**config.mk**
```make
export PLATFORM = sky130hd
export DESIGN_NAME = ptp_trip_top
export DESIGN_NICKNAME = d
export VERILOG_FILES = /design/src/ptp_pkg.sv /design/src/ptp_trip_top.sv /design/src/ptp_out_ctl.sv
export SDC_FILE = /design/constraint.sdc
export NUM_CORES = 1
export LEC_CHECK = 0
export ABC_AREA = 1
export BUFFER_PORTS_ARGS = -buffer_cell sky130_fd_sc_hd__buf_2
export CAP_MARGIN = 0
export CORE_MARGIN = 2
export CORE_UTILIZATION = 50
export CTS_CLUSTER_SIZE = 28
export DETAILED_ROUTE_END_ITERATION = 10
export GPL_ROUTABILITY_DRIVEN = 0
export PLACE_DENSITY = 0.79
export SLEW_MARGIN = 10
export SYNTH_ARGS = -nofsm -noshare
export SYNTH_HDL_FRONTEND = slang
export SYNTH_SLANG_ARGS = --single-unit
export TNS_END_PERCENT = 100
```
**constraint.sdc**
```tcl
create_clock -name clk_i -period 1.45 [get_ports clk_i]
set_input_delay 0.145 -clock clk_i [delete_from_list [all_inputs] [get_ports clk_i]]
set_output_delay 0.145 -clock clk_i [all_outputs]
set_load 0.01 [all_outputs]
```
**src/ptp_pkg.sv**
```systemverilog
//
// Notes on behaviour
// Select bits 0-5 enable active-low trip inputs 1-6 as cycle-by-cycle.
// Output A trip action bits 1-0: 00 hi-z, 01 high, 10 low, 11 none.
// Output B trip action bits 3-2, same four codes as output A.
// Compare A event 1/2 actions at bits 5-4 and 7-6 act on output A.
// Compare B event 1/2 actions at bits 9-8 and 11-10 act on output B.
// Interrupt enable bit 2 one-shot, bit 1 cycle-by-cycle.
// Interrupt enable bits 3-6 gate the four compare events.
// One-shot flag bit 2 latches until cleared by the clear register.
// Cycle-by-cycle flag bit 1 sets again if trip persists at clear.
// Cycle-by-cycle output trip releases only at counter zero, trip gone.
// Flags bits 3-6 latch the four compare event trips.
// Interrupt flag bit 0 set on pulse; blocks further pulses while set.
// Clearing interrupt flag with other flags set emits another pulse.
// With all flags clear, no pulses until a new enabled trip.
// Clear bits 3-6 write-one clears compare event trips; read zero.
// Clear bit 2 clears one-shot latch, bit 1 cycle-by-cycle flag only; read zero.
// Clear bit 0 clears the interrupt flag; reads zero.
// One-shot trip latched until cleared; any enabled source low sets it.
// Force bit 2 one-shot, bit 1 cycle-by-cycle trip, setting flags.
// Force bits 3-6 force compare event trips and set flags.
// Competing actions resolve: hi-z first, then low, then high.
//
`default_nettype none

package ptp_pkg;

  // ****************************************************
  // Register map (word offsets, byte address = 4 * index)
  // ****************************************************
  localparam logic [2:0] PTP_IDX_SELECT = 3'h0;
  localparam logic [2:0] PTP_IDX_ACTION = 3'h1;
  localparam logic [2:0] PTP_IDX_INT_EN = 3'h2;
  localparam logic [2:0] PTP_IDX_FLAGS = 3'h3;
  localparam logic [2:0] PTP_IDX_CLEAR = 3'h4;
  localparam logic [2:0] PTP_IDX_FORCE = 3'h5;

  localparam int PTP_REG_W = 16;
  localparam logic [15:0] PTP_RST_VAL = 16'h0000;

  // ****************************************************
  // Field positions
  // ****************************************************
  localparam int PTP_BIT_INT = 0;
  localparam int PTP_BIT_CYC = 1;
  localparam int PTP_BIT_ONE = 2;
  localparam int PTP_BIT_EV_LO = 3;
  localparam int PTP_N_EV = 4;
  localparam int PTP_N_TRIP = 6;
  localparam int PTP_SEL_ONE_LO = 8;
  localparam int PTP_ACT_A_LO = 0;
  localparam int PTP_ACT_B_LO = 2;
  localparam int PTP_ACT_EVA1_LO = 4;
  localparam int PTP_ACT_EVA2_LO = 6;
  localparam int PTP_ACT_EVB1_LO = 8;
  localparam int PTP_ACT_EVB2_LO = 10;
  localparam logic [15:0] PTP_ACT_MASK = 16'h0fff;
  localparam logic [15:0] PTP_SEL_MASK = 16'h3f3f;
  localparam logic [15:0] PTP_INT_EN_MASK = 16'h007e;

  // ****************************************************
  // Action codes
  // ****************************************************
  localparam logic [1:0] PTP_ACT_HIZ = 2'h0;
  localparam logic [1:0] PTP_ACT_HIGH = 2'h1;
  localparam logic [1:0] PTP_ACT_LOW = 2'h2;
  localparam logic [1:0] PTP_ACT_NONE = 2'h3;

  localparam logic [15:0] PTP_CNT_ZERO = 16'h0000;

  typedef enum logic [1:0] {
    PTP_BUS_IDLE = 2'b01,
    PTP_BUS_ACK = 2'b10
  } ptp_bus_state_t;

endpackage

`default_nettype wire

```
**src/ptp_trip_top.sv**
```systemverilog
// The address map and the Wishbone interface to the registers were chosen for this implementation.
`default_nettype none

// Trip protection for one output pair, Wishbone classic slave.
module ptp_trip_top
  import ptp_pkg::*;
(
  input wire logic clk_i,
  input wire logic rst_i,
  input wire logic wb_cyc_i,
  input wire logic wb_stb_i,
  input wire logic wb_we_i,
  input wire logic [4:0] wb_adr_i,
  input wire logic [3:0] wb_sel_i,
  input wire logic [31:0] wb_dat_i,
  output logic [31:0] wb_dat_o,
  output logic wb_ack_o,
  input wire logic [ptp_pkg::PTP_N_TRIP-1:0] trip_input_n_i,
  input wire logic [ptp_pkg::PTP_N_EV-1:0] compare_event_i,
  input wire logic [15:0] time_base_counter_i,
  input wire logic pwm_a_i,
  input wire logic pwm_b_i,
  output logic pulse_output_a_o,
  output logic pulse_output_a_oe_n_o,
  output logic pulse_output_b_o,
  output logic pulse_output_b_oe_n_o,
  output logic trip_interrupt_pulse_o,
  output logic cycle_trip_active_o,
  output logic one_shot_trip_active_o
);

  import ptp_pkg::*;

  // ****************************************************
  // Input synchronisers
  // ****************************************************
  logic [PTP_N_TRIP-1:0] trip_s1_ff;
  logic [PTP_N_TRIP-1:0] trip_s2_ff;
  logic [PTP_N_EV-1:0] ev_s1_ff;
  logic [PTP_N_EV-1:0] ev_s2_ff;

  always_ff @(posedge clk_i)
  begin
    if (rst_i)
    begin
      trip_s1_ff <= '1;
      trip_s2_ff <= '1;
      ev_s1_ff <= '0;
      ev_s2_ff <= '0;
    end
    else
    begin
      trip_s1_ff <= trip_input_n_i;
      trip_s2_ff <= trip_s1_ff;
      ev_s1_ff <= compare_event_i;
      ev_s2_ff <= ev_s1_ff;
    end
  end

  // ****************************************************
  // Bus slave
  // ****************************************************
  ptp_bus_state_t bus_ff;
  ptp_bus_state_t nxt_bus;
  logic [15:0] select_ff;
  logic [15:0] action_ff;
  logic [15:0] int_en_ff;
  logic [15:0] rd_data;
  logic [31:0] dat_ff;
  logic req;
  logic wr_go;
  logic wr_lo;
  logic wr_hi;
  logic [2:0] idx;
  logic idx_ok;
  logic wr_sel;
  logic wr_act;
  logic wr_ien;
  logic wr_clr;
  logic wr_frc;
  logic [15:0] wmask;
  logic [15:0] clr_bits;
  logic [15:0] frc_bits;

  assign idx = wb_adr_i[4:2];
  assign idx_ok = (idx <= PTP_IDX_FORCE);
  assign req = wb_cyc_i && wb_stb_i && (bus_ff == PTP_BUS_IDLE);
  // Writes land at the edge where the master sees ack, as classic single
  // cycles expect; read data is captured one edge earlier so it stands.
  assign wr_go = wb_cyc_i && wb_stb_i && wb_we_i && (bus_ff == PTP_BUS_ACK);
  assign wr_lo = wr_go && wb_sel_i[0] && idx_ok;
  assign wr_hi = wr_go && wb_sel_i[1] && idx_ok;
  assign wmask = {{8{wr_hi}}, {8{wr_lo}}};
  assign wr_sel = (idx == PTP_IDX_SELECT);
  assign wr_act = (idx == PTP_IDX_ACTION);
  assign wr_ien = (idx == PTP_IDX_INT_EN);
  assign wr_clr = (idx == PTP_IDX_CLEAR);
  assign wr_frc = (idx == PTP_IDX_FORCE);
  // Clear and force are write-one strobes; nothing is stored.
  assign clr_bits = wr_clr ? (wb_dat_i[15:0] & wmask) : 16'h0000;
  assign frc_bits = wr_frc ? (wb_dat_i[15:0] & wmask) : 16'h0000;

  always_comb
  begin
    case (bus_ff)
      PTP_BUS_IDLE: nxt_bus = req ? PTP_BUS_ACK : PTP_BUS_IDLE;
      PTP_BUS_ACK: nxt_bus = PTP_BUS_IDLE;
      default: nxt_bus = PTP_BUS_IDLE;
    endcase
  end

  logic [15:0] flags_ff;

  // Clear and force read back zero; unmapped words read zero too.
  assign rd_data = (idx == PTP_IDX_SELECT) ? select_ff :
                   (idx == PTP_IDX_ACTION) ? action_ff :
                   (idx == PTP_IDX_INT_EN) ? int_en_ff :
                   (idx == PTP_IDX_FLAGS) ? flags_ff : 16'h0000;

  always_ff @(posedge clk_i)
  begin
    if (rst_i)
    begin
      bus_ff <= PTP_BUS_IDLE;
      dat_ff <= '0;
      select_ff <= PTP_RST_VAL;
      action_ff <= PTP_RST_VAL;
      int_en_ff <= PTP_RST_VAL;
    end
    else
    begin
      bus_ff <= nxt_bus;
      dat_ff <= req ? {16'h0000, rd_data} : dat_ff;
      if (wr_sel)
        select_ff <= ((select_ff & ~wmask) | (wb_dat_i[15:0] & wmask))
                     & PTP_SEL_MASK;
      if (wr_act)
        action_ff <= ((action_ff & ~wmask) | (wb_dat_i[15:0] & wmask))
                     & PTP_ACT_MASK;
      if (wr_ien)
        int_en_ff <= ((int_en_ff & ~wmask) | (wb_dat_i[15:0] & wmask))
                     & PTP_INT_EN_MASK;
    end
  end

  // The one-hot acknowledge bit of the state register drives the pin.
  assign wb_ack_o = bus_ff[1];
  assign wb_dat_o = dat_ff;

  // ****************************************************
  // Trip detection and latches
  // ****************************************************
  logic [PTP_N_TRIP-1:0] trip_low;
  logic cyc_src;
  logic one_src;
  logic cyc_set;
  logic one_set;
  logic [PTP_N_EV-1:0] ev_set;
  logic cyc_hold_ff;
  logic one_hold_ff;
  logic [PTP_N_EV-1:0] ev_hold_ff;
  logic cnt_zero;
  logic [15:0] nxt_flags;
  logic [PTP_N_EV+2:1] trip_flags;
  logic [PTP_N_EV+2:1] en_flags;
  logic int_fire;
  logic int_pulse_ff;

  assign trip_low = ~trip_s2_ff;
  assign cyc_src = |(trip_low & select_ff[PTP_N_TRIP-1:0]);
  assign one_src = |(trip_low
                   & select_ff[PTP_SEL_ONE_LO +: PTP_N_TRIP]);
  assign cyc_set = cyc_src || frc_bits[PTP_BIT_CYC];
  assign one_set = one_src || frc_bits[PTP_BIT_ONE];
  assign ev_set = ev_s2_ff
                  | frc_bits[PTP_BIT_EV_LO +: PTP_N_EV];
  assign cnt_zero = (time_base_counter_i == PTP_CNT_ZERO);

  always_ff @(posedge clk_i)
  begin
    if (rst_i)
    begin
      cyc_hold_ff <= 1'b0;
      one_hold_ff <= 1'b0;
      ev_hold_ff <= '0;
    end
    else
    begin
      // Released only at counter zero, whatever the flag does.
      cyc_hold_ff <= cyc_set || (cyc_hold_ff && !cnt_zero);
      one_hold_ff <= one_set
                     || (one_hold_ff && !clr_bits[PTP_BIT_ONE]);
      ev_hold_ff <= ev_set | (ev_hold_ff
                    & ~clr_bits[PTP_BIT_EV_LO +: PTP_N_EV]);
    end
  end

  // ****************************************************
  // Flags and interrupt
  // ****************************************************
  // Set always wins over a simultaneous clear.
  always_comb
  begin
    nxt_flags = flags_ff & ~clr_bits & 16'h007f;
    nxt_flags[PTP_BIT_CYC] = cyc_set
                             || nxt_flags[PTP_BIT_CYC];
    nxt_flags[PTP_BIT_ONE] = one_set
                             || nxt_flags[PTP_BIT_ONE];
    nxt_flags[PTP_BIT_EV_LO +: PTP_N_EV] = ev_set
      | nxt_flags[PTP_BIT_EV_LO +: PTP_N_EV];
    nxt_flags[PTP_BIT_INT] = nxt_flags[PTP_BIT_INT] || int_fire;
  end

  assign trip_flags = flags_ff[PTP_N_EV+2:1];
  assign en_flags = trip_flags & int_en_ff[PTP_N_EV+2:1];
  // A pulse fires while an enabled flag is up and the gate is clear,
  // so clearing the gate with flags still up re-fires it.
  assign int_fire = (|en_flags) && !flags_ff[PTP_BIT_INT];

  always_ff @(posedge clk_i)
  begin
    if (rst_i)
    begin
      flags_ff <= PTP_RST_VAL;
      int_pulse_ff <= 1'b0;
    end
    else
    begin
      flags_ff <= nxt_flags;
      int_pulse_ff <= int_fire;
    end
  end

  assign trip_interrupt_pulse_o = int_pulse_ff;
  assign cycle_trip_active_o = cyc_hold_ff;
  assign one_shot_trip_active_o = one_hold_ff;

  // ****************************************************
  // Output actions
  // ****************************************************
  logic trip_any;
  assign trip_any = cyc_hold_ff || one_hold_ff;

  ptp_out_ctl u_out_a (
    .clk_i(clk_i),
    .rst_i(rst_i),
    .pwm_i(pwm_a_i),
    .act_trip_i(action_ff[PTP_ACT_A_LO +: 2]),
    .trip_on_i(trip_any),
    .act_ev1_i(action_ff[PTP_ACT_EVA1_LO +: 2]),
    .ev1_on_i(ev_hold_ff[0]),
    .act_ev2_i(action_ff[PTP_ACT_EVA2_LO +: 2]),
    .ev2_on_i(ev_hold_ff[1]),
    .pin_o(pulse_output_a_o),
    .pin_oe_n_o(pulse_output_a_oe_n_o)
  );

  ptp_out_ctl u_out_b (
    .clk_i(clk_i),
    .rst_i(rst_i),
    .pwm_i(pwm_b_i),
    .act_trip_i(action_ff[PTP_ACT_B_LO +: 2]),
    .trip_on_i(trip_any),
    .act_ev1_i(action_ff[PTP_ACT_EVB1_LO +: 2]),
    .ev1_on_i(ev_hold_ff[2]),
    .act_ev2_i(action_ff[PTP_ACT_EVB2_LO +: 2]),
    .ev2_on_i(ev_hold_ff[3]),
    .pin_o(pulse_output_b_o),
    .pin_oe_n_o(pulse_output_b_oe_n_o)
  );

endmodule

`default_nettype wire

```
**src/ptp_out_ctl.sv**
```systemverilog
`default_nettype none

// Resolves the active trip actions for one output and drives the pin.
module ptp_out_ctl
  import ptp_pkg::*;
(
  input wire logic clk_i,
  input wire logic rst_i,
  input wire logic pwm_i,
  input wire logic [1:0] act_trip_i,
  input wire logic trip_on_i,
  input wire logic [1:0] act_ev1_i,
  input wire logic ev1_on_i,
  input wire logic [1:0] act_ev2_i,
  input wire logic ev2_on_i,
  output logic pin_o,
  output logic pin_oe_n_o
);

  logic [2:0] hiz_v;
  logic [2:0] low_v;
  logic [2:0] high_v;
  logic want_hiz;
  logic want_low;
  logic want_high;
  logic nxt_pin;
  logic nxt_oe_n;
  logic pin_ff;
  logic oe_n_ff;

  assign hiz_v[0] = trip_on_i && (act_trip_i == PTP_ACT_HIZ);
  assign hiz_v[1] = ev1_on_i && (act_ev1_i == PTP_ACT_HIZ);
  assign hiz_v[2] = ev2_on_i && (act_ev2_i == PTP_ACT_HIZ);
  assign low_v[0] = trip_on_i && (act_trip_i == PTP_ACT_LOW);
  assign low_v[1] = ev1_on_i && (act_ev1_i == PTP_ACT_LOW);
  assign low_v[2] = ev2_on_i && (act_ev2_i == PTP_ACT_LOW);
  assign high_v[0] = trip_on_i && (act_trip_i == PTP_ACT_HIGH);
  assign high_v[1] = ev1_on_i && (act_ev1_i == PTP_ACT_HIGH);
  assign high_v[2] = ev2_on_i && (act_ev2_i == PTP_ACT_HIGH);
  assign want_hiz = |hiz_v;
  assign want_low = |low_v;
  assign want_high = |high_v;

  // Priority keeps the safest state when actions disagree.
  assign nxt_oe_n = want_hiz;
  assign nxt_pin = want_hiz ? 1'b0 :
                   want_low ? 1'b0 :
                   want_high ? 1'b1 : pwm_i;

  always_ff @(posedge clk_i)
  begin
    if (rst_i)
    begin
      pin_ff <= 1'b0;
      oe_n_ff <= 1'b0;
    end
    else
    begin
      pin_ff <= nxt_pin;
      oe_n_ff <= nxt_oe_n;
    end
  end

  assign pin_o = pin_ff;
  assign pin_oe_n_o = oe_n_ff;

endmodule

`default_nettype wire

```
==> results.ini, run 1 <==
[worst_setup_path]
reg2reg_slack_ns = 0.08
crit_required_ns = 1.72
cp.arrival_ns = 1.64
startpoint_type = flip-flop
path_max_fanout = 6
rr_worst_depth = 8
end_kind = flip-flop
r2r-end = ev_hold_ff[1]
path_class = reg -> reg
timing.rr.start = bus_ff[0]

[yosys]
synth_cell_types = 29
syn_area_per_cell_um2 = 7.50
synthMuxAreaShare_pct = 0
ys_seq_area_share_pct = 47.3
synth_top_family_by_area = simple AND/OR/NAND/NOR gates
synth_seq_cells = 84
yosys.area_share.simple_pct = 23.0
synth-compound-area-share_pct = 16.5
synth-adder-area-share_pct = 0
synth_edf_count = 0
synth_cells = 474
synth_xor_xnor_area_share_pct = 0
synth_ff_type = dfxtp_1
syn-cell-area_um2 = 3550
ys_warn_count = 0
synthArstFlopShare_pct = 0

[routing]
routed_wl_um = 8790
num_vias = 3432
ant_nets = 0
wire_per_inst_um = 13.2
vias_per_cell = 5.15
drc = 0
firstDrtPassIters = 5
dr.first_iter.drc_count = 234

[placement]
io_buffer_count = 73
dp_hpwl_um = 6410
placed_area_um2 = 4040

[flow_run]
maxCapViolations = 0

[clocking]
post_cts_buffers = 0
clock_latency_ns = 0.34
path_clk_slew_ns = 0.08
numCtsBuffers = 9
htreeDepth = 3
cts_buffer_depth = 2
tritoncts = done
cts_root_buf = clkbuf_8
clock-sinks = 84

[floorplan]
dieArea_um2 = 7800
core_area_um2 = 6830
die-width_um = 88.3
num_rows = 30
io_pins = 114
initial_utilization_pct = 52.0
die_h_um = 88.3

[global_route]
globalRouteOverflowTotal = 0
grt_pass1_vias = 3075
antenna_found_initial = 0
grt_max_degree = 41
grt_util_all_layers_pct = 23.2
grt_pass1_wl_um = 13900

[worst_hold_path]
hold_end = u_out_a.pin_o
min_path_type = in -> reg
hold_start = pwm_a_i
hold_depth = 3

[timing]
maxSlewViolCount = 0
min_period_ns = 1.37
fmax_mhz = 727
fin_skew_ns = 0.00870
rsz0062_at_grt = yes
period_share_pct = 94.8
finalSetupViolations = 0
finalHoldViolCount = 0

[pwr]
ir_worst_vdd_uv = 657
leakage_nw = 1.89
powerDensity_nw_per_um2 = 990

[layout]
final_nets = 643
n_antenna_cell = 0
drive_above_1_share_pct = 23.6
final_core_util_pct = 63.8
final_common_cell = dfxtp_1
mostFrequentLayoutCells = dfxtp_1 (83), buf_2 (73), inv_1 (67)
fin_area_um2 = 4360
area_growth_pct = 22.5

[status]
status = finished clean

==> through the flow <==
stage	setup WS, ns	std cells	TNS (ns)	total power [W]	hold slack, ns
after floorplan	0.144	491	0	0.00263	0.249
after global placement	0.0212	644	0	0.00275	0.327
after detailed placement	-0.00803	644	-0.0216	0.00276	0.331
after CTS	0.00337	667	0	0.00432	0.0147
after global routing	-0.0364	667	-0.243	0.00448	0.0194
final	0.0752	667	0	0.00431	0.0215
==> layer usage <==
layer,GRT usage [%],wire [um]
met3,5.22,684
met4,11.8,290
met5,0,0
met1,28.9,3800
met2,37.9,4020
==> synthesized netlist by cell type, types with 3 or more instances <==
master	n	share of area [%]
nor3_1	10	1.4
o22ai_1	14	2.5
o21ai_1	5	0.70
nand3_1	17	2.4
nor3_2	3	0.84
nand4_1	8	1.4
clkbuf_1	9	0.95
nand2_1	56	5.9
a21oi_1	39	5.5
inv_1	67	7.1
o21ai_0	42	5.9
buf_4	18	3.8
nor2_1	63	6.7
or2_2	12	2.1
dfxtp_1	84	47
a31oi_1	3	0.53
buf_2	7	0.99
==> worst max-delay path by stage <==
| stage | start | end | slack [ns] | cells after the start |
|---|---|---|---|---|
| floorplan | bus_ff[1] | flip-flop | 0.14 | 6 |
| CTS | bus_ff[0] | wb_dat_o[2] | 0.003 | 6 |
| global route | bus_ff[1] | flip-flop | -0.04 | 7 |
| global placement | bus_ff[0] | wb_dat_o[2] | 0.02 | 6 |
| detailed placement | bus_ff[1] | flip-flop | -0.008 | 7 |
| finish | bus_ff[0] | ev_hold_ff[1] | 0.08 | 8 |
==> worst max-delay path, cell delays in order, from the launching register on <==
cell and delay (ns):
dfxtp_1 0.32, inv_1 0.11, nand2_1 0.10, nor2_4 0.17, buf_4 0.18, nand4_1 0.07, nor2_1 0.15, nor2_1 0.08
a21oi_1 0.13
==> logic make-up after synthesis <==
family,count (synthesis)
buf+inv,103
compound gates,109
other cells,1
flops,84
simple gates,177
==> what timing repair did <==
| action | in CTS | in global routing |
|---|---|---|
| gates resized for setup | 2 | 9 |
| hold buffers | 10 | 0 |
| endpoints found under the hold margin | 10 | 0 |
| setup endpoints to repair | 13 | 39 |
| pin swaps | 0 | 3 |
==> cell type report <==
type	instances	area, um^2
multi-input combinational	304	1510
clock buffer	10	138
inverter	69	259
clock inverter	3	40.0
tap	96	120
timing repair buffer	101	601
sequential	84	1690
fill	605	2480
==> report_power, final <==
group          switching, W  leakage (nW)  total (W)  internal (W)
clock network      0.000766        0.0939    0.00158      0.000809
registers         0.0000226         0.684    0.00238       0.00235
logic              0.000212          1.11   0.000362      0.000150
(Power assumes the default switching activity.)
==> inputs of run 2 (changes only) <==
--- a/config.mk
+++ b/config.mk
@@ -13,9 +13,10 @@
 export CTS_CLUSTER_SIZE = 28
 export DETAILED_ROUTE_END_ITERATION = 10
 export GPL_ROUTABILITY_DRIVEN = 0
-export PLACE_DENSITY = 0.79
+export PLACE_DENSITY = 0.78
 export SLEW_MARGIN = 10
 export SYNTH_ARGS = -nofsm -noshare
 export SYNTH_HDL_FRONTEND = slang
+export SYNTH_HIERARCHICAL = 1
 export SYNTH_SLANG_ARGS = --single-unit
 export TNS_END_PERCENT = 100
==> run 2 against run 1 <==
Clock power grew 29%. Routed wire length grew 3.2%. Fmax up 1.3%. First-iteration DRC count increased by 27%. Via count rose by 2.4%. Register-to-register slack gained 0.02 ns. Critical path depth shrank 2. Non-clock buffer count unchanged. Total power is 13% higher. Combinational power rose by 18%. Sequential share of layout area down 1.5 points. Design area up 3.8%. Critical path type unchanged. Highest routed layer unchanged.
==> results.ini, run 2 <==
[status]
status = finished clean

[global_route]
antenna_found_initial = 0
globalRouteOverflowTotal = 0
grt_pass1_wl_um = 14300
grt_pass1_vias = 3141
grt_util_all_layers_pct = 23.9
grt_max_degree = 55

[flow_run]
maxCapViolations = 0

[timing]
finalHoldViolCount = 0
holdWs_ns = 0.0547
min_period_ns = 1.36
period_share_pct = 93.6
maxSlewViolCount = 0
fmax_mhz = 737
fin_skew_ns = 0.00879
finalSetupViolations = 0

[yosys]
synthTopCellsByArea = dfxtp_1 (46%), inv_1 (7.3%), nand2_1 (7.2%)
synth_top_area_share_pct = 46.2
synth_seq_cells = 84
synth_cells = 499
syn-cell-area_um2 = 3640
syn_area_per_cell_um2 = 7.29
synth.most_common_cell = dfxtp_1
synth_common_cells = dfxtp_1 (84), inv_1 (71), nand2_1 (70), nor2_1 (61), a21oi_1 (49)
yosysTopAreaCell = dfxtp_1
ys_warn_count = 6
synth_cell_types = 29
synth_ff_type = dfxtp_1
synth_edf_count = 0
ys_seq_area_share_pct = 46.2
synthArstFlopShare_pct = 0

[pwr]
fin_total_pwr_w = 0.00487
powerDensity_nw_per_um2 = 1080
p_sw_share_pct = 23.1
internal_power_w = 0.00374
ir_worst_vdd_uv = 775
pwr-share-seq_pct = 49.4
pwr-share-clk_pct = 41.8
combPwrFrac_pct = 8.8
switchingPower_w = 0.00113
leakage_nw = 1.94

[clocking]
path_clk_slew_ns = 0.09
clock-sinks = 84
cts_buffer_depth = 2
tritoncts = done
htreeDepth = 3
post_cts_buffers = 0
numCtsBuffers = 9
clock_latency_ns = 0.36
cts_root_buf = clkbuf_8

[routing]
wire_per_inst_um = 13.0
vias_per_cell = 5.03
routed_wl_um = 9070
ant_nets = 0
drc = 0
dr.first_iter.drc_count = 297
num_vias = 3513
firstDrtPassIters = 5

[floorplan]
num_rows = 31
die-width_um = 89.3
io_pins = 114
dieArea_um2 = 7970
initial_utilization_pct = 51.0
die_h_um = 89.3
core_area_um2 = 7140

[layout]
final_nets = 668
layout.area.seq_um2 = 1680
multi_input_area_um2 = 1560
mostFrequentLayoutCells = dfxtp_1 (83), buf_2 (73), inv_1 (71)
final_core_util_pct = 63.3
fin_area_um2 = 4520
fillers = 646
drive_above_1_share_pct = 22.5
area_growth_pct = 24.3
n_antenna_cell = 0
final_common_cell = dfxtp_1

[worst_setup_path]
end_kind = flip-flop
cp_slowest_cell = dfxtp_2
cp.arrival_ns = 1.61
slowest_delay_ns = 0.34
reg2reg_slack_ns = 0.09
crit_required_ns = 1.70
crit_chain = buf_4 -> nand2_2 -> nor2_4 -> nand3_1 -> o21ai_0 -> a21oi_1
path_class = reg -> reg
startpoint_type = flip-flop
path_max_fanout = 8

[worst_hold_path]
min_path_type = in -> reg

[placement]
dp_hpwl_um = 6690
io_buffer_count = 73
placed_area_um2 = 4130

## run 2: cell types whose count changed after synthesis, sizes merged, moves of 2 or more
cell / before / now
o22ai: 14 / 7
or2: 13 / 15
nor3: 13 / 6
nor2: 66 / 64
a21oi: 39 / 49
a31oi: 3 / 1
a22oi: 2 / 0
nand3: 19 / 41
o221ai: 0 / 4
nand2: 56 / 70
o21ai: 47 / 37
o2111ai: 2 / 0
o31ai: 0 / 2
inv: 69 / 74
## run 2: cells by family (layout without fill, tap and decap cells)
kind of cell	after synthesis	in the layout	synth area share, %
simple gates	203	203	25.0
buf+inv	108	191	13.5
other cells	1	18	0.103
compound gates	103	103	15.2
flops	84	84	46.2
## run 2: metrics by stage
stage	TNS, ns	worst slack, ns	cells
finish	0	0.0925	698
global route	-0.00348	-0.00348	698
CTS	0	0.00367	698
detailed placement	0	0.0221	672
global placement	0	0.0769	672
floorplan	0	0.159	516
## run 2: worst max-delay path, delay by kind of cell (launching register included)
family,cells,cell delay (ns)
AOI/OAI and AO/OA,2,0.31
buffers and inverters,1,0.13
DFF,1,0.34
and+or+nand+nor,3,0.48
## run 2: what timing repair did
action                     CTS  global route
hold endpoints to repair    10             0
setup endpoints to repair    0            34
gates resized for setup      0            11
hold buffers                10             0
## run 2: layout make-up
cell class              count  area share (%)
flip-flops and latches     84            37.2
multi-input cells         324            34.6
repair buffers            101            13.8
inverters                  74            6.15
clock buffers              10            3.05
well taps                  99            2.74
clock inverters             6            2.46
## run 2: metal layers
layer / track usage, % / vias up / part of all wire (%)
met1: 31.4 / 1578 / 44
li1: - / 1756 / -
met2: 37.9 / 156 / 46
met5: 0 / - / 0
met4: 9.36 / 0 / 2.6
met3: 6.28 / 23 / 7.7
## run 2: path summary, 6_finish.rpt
path / to / startpoint / cells past startpoint
max: flip-flop / bus_ff[1] / 6
min: flip-flop / wb_dat_i[12] / 3
max reg2reg: flip-flop / bus_ff[1] / 6
min reg2reg: ev_s2_ff[0] / ev_s1_ff[0] / 2
## run 2: power by group through the flow
stage | combinational, W | clock, W | sequential, W
after floorplan | 0.000231 | 0 | 0.00246
after global placement | 0.000384 | 0 | 0.00246
after detailed placement | 0.000393 | 0 | 0.00246
after CTS | 0.000415 | 0.00206 | 0.00240
after global routing | 0.000478 | 0.00217 | 0.00241
final | 0.000427 | 0.00204 | 0.00241
